==> config.mk <==
export PLATFORM = sky130hd
export DESIGN_NAME = adc_result_compare_control
export DESIGN_NICKNAME = d
export VERILOG_FILES = /design/src/logic/adc_ctrl_pkg.sv /design/src/logic/adc_result_compare_control.sv
export VERILOG_INCLUDE_DIRS = /design/src /design/src/logic
export SDC_FILE = /design/constraint.sdc
export NUM_CORES = 1
export LEC_CHECK = 0
export BUFFER_PORTS_ARGS = -buffer_cell sky130_fd_sc_hd__buf_2
export CORE_UTILIZATION = 40
export CTS_BUF_LIST = sky130_fd_sc_hd__clkbuf_8
export CTS_CLUSTER_SIZE = 25
export DETAILED_ROUTE_END_ITERATION = 7
export GPL_TIMING_DRIVEN = 0
export PLACE_DENSITY = 0.71
export SLEW_MARGIN = 0
export SYNTH_ARGS = -nofsm -noshare
export SYNTH_HDL_FRONTEND = slang
export SYNTH_SLANG_ARGS = --single-unit
==> constraint.sdc <==
create_clock -name mclk -period 3.5 [get_ports mclk]
set_clock_uncertainty 0.2 [all_clocks]
set_input_delay 0.175 -clock mclk [delete_from_list [all_inputs] [get_ports mclk]]
set_output_delay 0.175 -clock mclk [all_outputs]
set_load 0.005 [all_outputs]
==> src/logic/adc_ctrl_defines.svh <==
// Register offsets, field positions, mode codes and the channel-off code of the converter control block
`ifndef ADC_CTRL_DEFINES_SVH
`define ADC_CTRL_DEFINES_SVH
`define OFS_SC1      6'h00
`define OFS_SC2      6'h04
`define OFS_RH       6'h08
`define OFS_RL       6'h0C
`define OFS_CVH      6'h10
`define OFS_CVL      6'h14
`define OFS_CFG      6'h18
`define OFS_IST      6'h1C
`define OFS_IMSK     6'h20
`define SC1_CONVERSION_COMPLETE_FLAG     7
`define SC2_ACT      7
`define SC2_TRG      6
`define SC2_CFE      5
`define SC2_CGT      4
`define CFG_MODE_LSB 2
`define CFG_VALID    8
`define MODE_8       2'h0
`define MODE_10      2'h2
`define CHAN_OFF     5'h1F
`define IRQ_DONE     0
`define IRQ_LOST     1
`endif

==> src/logic/adc_ctrl_pkg.sv <==
// Types shared by the converter control block
package adc_ctrl_pkg;
  typedef struct packed {
    logic        read;
    logic        write;
    logic [5:0]  address;
    logic [31:0] writedata;
    logic [3:0]  byteenable;
  } av_req_s;
  typedef struct packed {
    logic       start;
    logic       abort;
    logic [4:0] channel;
    logic [1:0] mode;
  } conv_req_s;
  typedef struct packed {
    logic       done;
    logic [9:0] data;
  } conv_res_s;
  typedef struct packed {
    conv_req_s   req;
    logic        conversion_complete_flag;
    logic        active;
    logic        trig_sel;
    logic        cmp_en;
    logic        cmp_gt;
    logic [1:0]  res_hi;
    logic [7:0]  res_lo;
    logic [1:0]  cv_hi;
    logic [7:0]  cv_lo;
    logic        lock;
    logic        valid;
    logic [1:0]  irq_stat;
    logic [1:0]  irq_mask;
    logic        trig_prev;
    logic        waitreq;
    logic [31:0] rdata;
    logic        irq;
  } ctl_state_s;
endpackage

==> src/logic/adc_result_compare_control.sv <==
// Converter control: trigger, result interlock, compare and register slave
//
// Local design decisions: the Avalon-MM interface to the registers and the address map.
`timescale 1ns/1ps
`default_nettype none
`include "adc_ctrl_defines.svh"

// Contract
// - Active flag is set on conversion start, cleared on finish or abort.
// - Trigger select 0 starts on control-one write, 1 on hardware trigger.
// - Compare enable bit turns automatic compare on or off.
// - Direction 0 means result below compare value, 1 means at or above.
// - High result holds top two bits; reads zero in 8-bit mode.
// - Results load on every completion unless compare enabled and false.
// - In 10-bit mode reading high result locks results until low read or a resolution change.
// - Completions during the lock are discarded, locked result stays.
// - In 8-bit mode reading high result never locks.
// - Changing resolution makes both results invalid until next completion.
// - Low result holds low eight bits or the whole 8-bit result.
// - High compare bits used only in 10-bit mode with compare enabled.
// - Low compare byte compared with low result byte in both modes.
// - Complete flag sets per compare rule; any control-one write or low read clears.
// - Control-one write aborts; restarts under trigger select 0 unless channel is all ones.
// - Resolution code 00 means 8-bit, 10 means 10-bit, others reserved.
module adc_result_compare_control (
  input  wire logic                    mclk,
  input  wire logic                    resetn,
  input  wire adc_ctrl_pkg::av_req_s   av_req,
  output logic [31:0]                  av_readdata,
  output logic                         av_waitrequest,
  input  wire logic                    hardware_trigger_input,
  input  wire adc_ctrl_pkg::conv_res_s conv_res,
  output adc_ctrl_pkg::conv_req_s      conv_req,
  output logic                         irq
);
  import adc_ctrl_pkg::*;

  logic [1:0] rst_sync;
  logic       rst_n;
  ctl_state_s s_reg;
  ctl_state_s s_next;

  // Unsigned magnitude test over the active width
  function automatic logic cmp_hit(input logic [1:0] mode, input logic [9:0] res,
                                   input logic [1:0] cvh, input logic [7:0] cvl,
                                   input logic gt);
    logic [9:0] r;
    logic [9:0] c;
    r = (mode == `MODE_10) ? res : {2'h0, res[7:0]};
    c = (mode == `MODE_10) ? {cvh, cvl} : {2'h0, cvl};
    cmp_hit = gt ? (r >= c) : (r < c);
  endfunction

  function automatic logic is_ten(input logic [1:0] mode);
    is_ten = (mode == `MODE_10);
  endfunction

  always_ff @(posedge mclk or negedge resetn) begin
    if (!resetn) begin
      rst_sync <= 2'h0;
    end else begin
      rst_sync <= {rst_sync[0], 1'b1};
    end
  end
  assign rst_n = rst_sync[1];

  logic       acc;
  logic       wr;
  logic       rd;
  logic       sc1_wr;
  logic       hw_edge;
  logic       go;
  logic       done_ok;
  logic       hit;
  logic       rh_rd10;
  logic       rl_rd;
  logic [1:0] ev;
  logic [1:0] new_mode;

  always_comb begin
    s_next = s_reg;
    s_next.req.start = 1'b0;
    s_next.req.abort = 1'b0;
    acc = (av_req.read || av_req.write) && !s_reg.waitreq;
    wr = acc && av_req.write && av_req.byteenable[0];
    rd = acc && av_req.read;
    sc1_wr = wr && av_req.address == `OFS_SC1;
    hw_edge = hardware_trigger_input && !s_reg.trig_prev;
    s_next.trig_prev = hardware_trigger_input;
    ev = 2'h0;
    new_mode = s_reg.req.mode;

    // Answer one cycle after the request; commit at the low-waitrequest edge
    if ((av_req.read || av_req.write) && s_reg.waitreq) begin
      s_next.waitreq = 1'b0;
      s_next.rdata = 32'h0;
      unique case (av_req.address)
        `OFS_SC1:  s_next.rdata = {24'h0, s_reg.conversion_complete_flag, 2'h0, s_reg.req.channel};
        `OFS_SC2:  s_next.rdata = {24'h0, s_reg.active, s_reg.trig_sel,
                                   s_reg.cmp_en, s_reg.cmp_gt, 4'h0};
        // Stale high bits stay hidden outside 10-bit mode
        `OFS_RH:   s_next.rdata = {30'h0, (is_ten(s_reg.req.mode) ? s_reg.res_hi : 2'h0)};
        `OFS_RL:   s_next.rdata = {24'h0, s_reg.res_lo};
        `OFS_CVH:  s_next.rdata = {30'h0, s_reg.cv_hi};
        `OFS_CVL:  s_next.rdata = {24'h0, s_reg.cv_lo};
        `OFS_CFG:  s_next.rdata = {23'h0, s_reg.valid, 4'h0, s_reg.req.mode, 2'h0};
        `OFS_IST:  s_next.rdata = {30'h0, s_reg.irq_stat};
        `OFS_IMSK: s_next.rdata = {30'h0, s_reg.irq_mask};
        default:   s_next.rdata = 32'h0;
      endcase
    end else begin
      s_next.waitreq = 1'b1;
    end

    rh_rd10 = rd && av_req.address == `OFS_RH && is_ten(s_reg.req.mode);
    rl_rd = rd && av_req.address == `OFS_RL;

    // Clears first so that hardware sets below win
    if (rl_rd) begin
      s_next.lock = 1'b0;
      s_next.conversion_complete_flag = 1'b0;
    end
    if (rh_rd10) begin
      s_next.lock = 1'b1;
    end
    if (rd && av_req.address == `OFS_IST) begin
      s_next.irq_stat = 2'h0;
    end

    if (wr) begin
      unique case (av_req.address)
        `OFS_SC1: begin
          s_next.req.channel = av_req.writedata[4:0];
          s_next.conversion_complete_flag = 1'b0;
        end
        `OFS_SC2: begin
          // Reserved low bits are not stored
          s_next.trig_sel = av_req.writedata[`SC2_TRG];
          s_next.cmp_en = av_req.writedata[`SC2_CFE];
          s_next.cmp_gt = av_req.writedata[`SC2_CGT];
        end
        `OFS_CVH:  s_next.cv_hi = av_req.writedata[1:0];
        `OFS_CVL:  s_next.cv_lo = av_req.writedata[7:0];
        `OFS_CFG: begin
          new_mode = av_req.writedata[`CFG_MODE_LSB+:2];
          s_next.req.mode = new_mode;
          if (new_mode != s_reg.req.mode) begin
            s_next.valid = 1'b0;
            s_next.lock = 1'b0;
          end
        end
        `OFS_IMSK: s_next.irq_mask = av_req.writedata[1:0];
        default: begin
        end
      endcase
    end

    // Start sources; a channel of all ones only stops the converter
    go = ((sc1_wr && !s_reg.trig_sel) || (hw_edge && s_reg.trig_sel))
         && s_next.req.channel != `CHAN_OFF;
    done_ok = conv_res.done && s_reg.active && !sc1_wr && !go;
    hit = !s_reg.cmp_en
          || cmp_hit(s_reg.req.mode, conv_res.data, s_reg.cv_hi,
                     s_reg.cv_lo, s_reg.cmp_gt);

    if (s_reg.active && (sc1_wr || go)) begin
      s_next.req.abort = 1'b1;
      s_next.active = 1'b0;
    end
    if (go) begin
      s_next.req.start = 1'b1;
      s_next.active = 1'b1;
    end
    if (done_ok) begin
      s_next.active = 1'b0;
      if (hit) begin
        s_next.conversion_complete_flag = 1'b1;
        ev[`IRQ_DONE] = 1'b1;
        // A high-byte read in this same cycle already holds the pair
        if (s_reg.lock || rh_rd10) begin
          ev[`IRQ_LOST] = 1'b1;
        end else begin
          s_next.res_hi = is_ten(s_reg.req.mode) ? conv_res.data[9:8] : 2'h0;
          s_next.res_lo = conv_res.data[7:0];
          s_next.valid = 1'b1;
        end
      end
    end

    s_next.irq_stat = s_next.irq_stat | ev;
    s_next.irq = |(s_next.irq_stat & s_next.irq_mask);
  end

  always_ff @(posedge mclk or negedge rst_n) begin
    if (!rst_n) begin
      s_reg <= '0;
      s_reg.req.channel <= `CHAN_OFF;
      s_reg.waitreq <= 1'b1;
    end else begin
      s_reg <= s_next;
    end
  end

  assign av_readdata = s_reg.rdata;
  assign av_waitrequest = s_reg.waitreq;
  assign conv_req = s_reg.req;
  assign irq = s_reg.irq;

  // Helper views for the checks below
  logic       commit_sc1;
  logic       commit_rh;
  logic       commit_rl;
  logic       eight;
  logic       commit_wr;
  logic       ten;
  logic       hw_rise;
  assign commit_sc1 = av_req.write && !s_reg.waitreq && av_req.byteenable[0]
                      && av_req.address == `OFS_SC1;
  assign commit_rh = av_req.read && !s_reg.waitreq && av_req.address == `OFS_RH;
  assign commit_rl = av_req.read && !s_reg.waitreq && av_req.address == `OFS_RL;
  assign eight = s_reg.req.mode == `MODE_8;
  // Shared terms for the write, trigger and 10-bit mode checks
  assign commit_wr = av_req.write && !s_reg.waitreq && av_req.byteenable[0];
  assign ten = s_reg.req.mode == `MODE_10;
  assign hw_rise = hardware_trigger_input && !s_reg.trig_prev;
endmodule
`default_nettype wire

Word level (Yosys, flattened, before mapping)
Cells that the tools add are included.

word-level totals
  output and inout port bits = 43
  input bits = 58
  flip-flop bits (word level) = 77

operators by class
  reductions and logical operators = 37
  mux-type cells = 32
  order comparisons = 2
  bitwise logic cells = 3
  equality and inequality tests = 11

operators by type and width
  kind                                                             count
  9-bit case mux with 9 select lines                               1
  6-bit by 5-bit == test with 1-bit output, second input constant  4
  2-bit 2-to-1 mux                                                 12
  10-bit 2-to-1 mux                                                2
  1-bit logical AND                                                18
  1-bit 2-to-1 mux                                                 15
  6-bit by 4-bit == test with 1-bit output, second input constant  2
  10-bit >= comparator                                             1
  10-bit < comparator                                              1
  8-bit 2-to-1 mux                                                 1
  2-bit AND reduction                                              4
  6-bit by 3-bit == test with 1-bit output, second input constant  1
  6-bit == test, second input constant                             1
  1-bit logical NOT                                                6
  6-bit logical NOT                                                1
  1-bit logical OR                                                 5
  5-bit 2-to-1 mux                                                 1
  5-bit inequality test, second input constant                     1
  3-bit AND reduction                                              1
  3-bit nonzero test                                               1
  2-bit bitwise AND                                                1
  2-bit == test, second input constant                             1
  2-bit inequality test                                            1
  2-bit bitwise OR                                                 1
  other kinds (2)                                                  2

Logic depth before layout (Yosys ltp)
  depth after elaboration = 15
  mapped depth = 10

Worst setup path after synthesis
OpenSTA, ideal clock, no wires.

  path type = register -> register
  from = reg s_reg, in the netlist conv_req[1]
  to = reg s_reg[51] (netlist bit)
  clock period less this slack = 2840 ps
  arrival time = 2515 ps
  data required time = 3175 ps
  slack = 660 ps
  buffers on the path = 1
  stages on the path, launching flop included = 11
  setup time = 125 ps
  cells stage by stage = dfrtp_1 nor2b_1 and2_1 ha_1 nand4_1 a211oi_2 a2111oi_4 mux2i_1 and3_4 buf_12 mux2_4

between the ends
  word-level cells in the longest chain between the ends = 6
  elaborated cells between the ends (all ways) = 11

RTL lines
  what                                                                line                                                                text
  from (decl)                                                         adc_result_compare_control.sv:40                                    ctl_state_s s_reg;
  from (signal assigned)                                              adc_result_compare_control.sv:200                                   s_reg <= s_next;
  2-bit == test (no source line) (*)                                  n/a
  10-bit 2-to-1 mux (on tied branches)                                adc_result_compare_control.sv:49, adc_result_compare_control.sv:50
  10-bit < comparator / 10-bit >= comparator (equally long branches)  adc_result_compare_control.sv:51                                    cmp_hit = gt ? (r >= c) : (r < c);
  1-bit 2-to-1 mux                                                    adc_result_compare_control.sv:51
  1-bit logical OR                                                    adc_result_compare_control.sv:163                                   || cmp_hit(s_reg.req.mode, conv_res.data, s_reg.cv_hi,
  3-bit AND reduction (no source line) (*)                            n/a

Mark *: on every way between the ends. The rest lies on a longest branch, timed or not.
A chain may end at the register's enable or synchronous reset.

Final worst setup path
  from = reg s_reg, in the netlist conv_req[1]
  to = reg s_reg[52] (netlist bit)

The elaborated chain is that of the path after synthesis.

==> impl_results.md <==
- Sequential-to-total area share from yosys stat: 0.433
- RSZ-0062 raised after global routing: no
- PortBufs: 49
- H-tree Lvls: 2
- Comb power frac: 0.177
- Vias in the first global route: 2298
- Fin. Hold Viols: 0
- CP Data Required Time: 3.49 ns
- Number of routed nets with antenna violations: 0
- Clock-pin slew of the registers on the worst-case setup and hold paths: 0.09 ns
- Die X: 90.5 um
- N_diodes: 0
- Ys async rst share: 1.00
- CTS tree: done
- Worst setup EP type: flip-flop
- Sw frac: 0.261
- CTS root buffer: clkbuf_8
- Area Overhead vs Synth: 24.4%
- Reg area: 1360 sq um
- Avg WL per Cell: 14.1 um
- First-pass GRT wire length: 11.4 mm
- Avg Cell Area, Syn: 10.8 sq um
- Iteration-0 DRC Markers: 98
- Psw: 339 uW
- Unique masters post-synth: 60
- Worst-Margin Slew: 0.747 ns
- Slew Limit Fails: 0
- Max-cap violations: 0
- Post-synth EDFFs: 0
- Via count: 2330
- Max-Slew Margin vs Limit: 0.489
- Total gr overflow: 0
- Mapped Area: 3140 sq um
- Startpoint types: flip-flop
- YS warnings: 0
- Worst Path Arrival: 3.29 ns
- Worst VDD drop: 0.183 mV
- Layout net count: 458
- Internal power: 960 uW
- Largest net degree at the start of global routing: 32
- Clock share of power: 0.271
- DP Worst Slack: 0.226 ns
- Final period utilization: 0.941
- Endpoints failing setup: 0
- # IOs: 101
- FP Rows: 31
- Crit path time final: 3.29 ns
- Crit Path Category: reg2reg
- Sequential power share: 0.552
- Max reg flops: 32
- GR Util All Layers: 0.177
- Seq cells post-synth: 54
- Drt total wl: 6.91 mm
- PwrDens: 333 nW/um^2
- Final TNS setup: 0 ns
- Main flop type after synthesis: dfrtp_1
- Pre-Repair DR Iteration Count: 4
- Filler cells: 698
- Maximum clock path buffer count: 2
- Initial antenna violation count: 0
- Chip height: 90.5 um
- Leakage power: 0.00206 uW
- Clock insertion delay at the later pin of the skew report: 0.30 ns
- Drt drc: 0
- Outcome: finished clean
- F_max: 304 MHz
- Critical Path Fanout Max: 10
- PnR worst setup slack: 0.208 ns
- Hpwl dp: 5.37 mm
- Synth Instances: 291
- Die area: 8200 sq um
- TritonCTS Buffers: 5
- Core area: 7410 sq um
- Starting Density: 0.423
- Layout cells sized above 1: 0.376
- Vias per cell: 4.76
- Post-CTS setup buffer count: 0
- Hold Crit Class: reg2async
- Area of the multi-input gates: 1440 sq um
- RePlAce Congestion: 0.843
- TritonCTS Sinks: 54
stage by stage:
step           utilization  instances  total power (uW)  cell area [sq um]  hold WS, ns
6_report             0.526        490              1300               3900       0.0458
5_1_grt              0.526        490              1370               3900       0.0560
4_1_cts              0.526        490              1310               3900       0.0601
3_5_place_dp         0.487        462               940               3610       -0.238
3_3_place_gp         0.484        461               930               3590       -0.240
2_1_floorplan            -        313               866               3220       -0.321
metal layers:
metal  part of all wire  up-vias  GRT usage  routed length [um]
li1                   -     1165          -                   -
met1               0.47     1083      0.250                3260
met2               0.46       73      0.280                3170
met3              0.056        9     0.0261                 384
met4              0.015        0     0.0524                 101
met5                  0        -          0                   0
cell usage after synthesis, types with 2 or more instances:
master | number | area [sq um]
mux2i_1 | 4 | 40.0
dfrtp_1 | 48 | 1200
a22oi_1 | 3 | 22.5
nor2_1 | 2 | 7.51
dfstp_2 | 6 | 158
a21oi_2 | 3 | 26.3
nand3_1 | 9 | 45.0
mux2_4 | 9 | 135
clkbuf_1 | 5 | 18.8
a222oi_1 | 4 | 40.0
and2_1 | 4 | 25.0
buf_2 | 4 | 20.0
ha_1 | 10 | 125
inv_1 | 14 | 52.6
nand2_1 | 32 | 120
mux2_2 | 12 | 135
xor2_1 | 2 | 17.5
a21oi_1 | 3 | 15.0
and3_1 | 5 | 31.3
o211ai_1 | 2 | 15.0
conb_1 | 2 | 7.51
o21ai_1 | 2 | 10.0
buf_4 | 41 | 308
nor2b_1 | 2 | 12.5
a221oi_1 | 2 | 17.5
mux2_1 | 2 | 22.5
a21o_1 | 4 | 30.0
nand4_1 | 4 | 25.0
and3b_1 | 3 | 26.3
a22o_1 | 3 | 26.3
o21ai_0 | 16 | 80.1
layout by cell type (no fill, tap or decap), types with 9 or more instances in the layout:
cell type and n:
dlygate4sd3_1 20, mux2_2 12, ha_1 10, buf_4 41, inv_1 15, nand2_1 32, mux2_4 9, buf_2 53
o21ai_0 16, conb_1 24, dfrtp_1 47, nand3_1 9
logic make-up (layout without fill, tap and decap cells):
group | count (synthesis) | count (layout) | share of synthesized area
flops | 54 | 54 | 0.433
buf+inv | 66 | 144 | 0.135
compound gates | 54 | 54 | 0.130
mux | 27 | 27 | 0.106
other cells | 2 | 24 | 0.00240
simple gates | 76 | 76 | 0.147
xor+xnor | 2 | 2 | 0.00559
fa+ha+maj | 10 | 10 | 0.0399
path summary, 6_finish.rpt:
| path | startpoint | endpoint | slack (ns) | cells after the start |
|---|---|---|---|---|
| worst max-delay path | conv_req[1] | s_reg[52] | 0.21 | 10 |
| worst min-delay path | rst_sync[1] | s_reg[34] | 0.05 | 0 |
| worst max register to register | conv_req[1] | s_reg[52] | 0.21 | 10 |
| worst min register to register | rst_sync[1] | s_reg[34] | 0.05 | 0 |
| max in group asynchronous | rst_sync[1] | av_waitrequest | 2.44 | 1 |
| min in group mclk | conv_res[9] | s_reg[60] | 0.06 | 3 |
critical path, cell delays in order (launching register included):
cell	delay, ns
dfrtp_1	0.43
nor2b_1	0.36
and2_1	0.23
ha_1	0.25
nand4_1	0.16
a211oi_2	0.07
a2111oi_4	0.33
mux2i_1	0.40
and3_4	0.29
buf_12	0.15
mux2_4	0.31
repair_timing:
item,in CTS,in global routing
hold buffers,20,0
resized for setup,0,0
hold endpoints to repair,28,0
power groups by stage:
| stage | Sequential (uW) | Clock [uW] | Combinational, uW |
|---|---|---|---|
| floorplan | 720 | 0 | 146 |
| global placement | 733 | 0 | 197 |
| detailed placement | 728 | 0 | 212 |
| CTS | 716 | 360 | 231 |
| global route | 722 | 389 | 255 |
| finish | 717 | 352 | 230 |
final cells by class:
type	instances	area share
Timing Repair Buffer	70	0.119
Inverter	14	0.0135
Sequential cell	54	0.349
Tap cell	99	0.0318
Multi-Input combinational cell	193	0.368
Clock buffer	6	0.0212
Buffer	52	0.0953
Clock inverter	2	0.00225
Power figures use the tool's default switching activity.
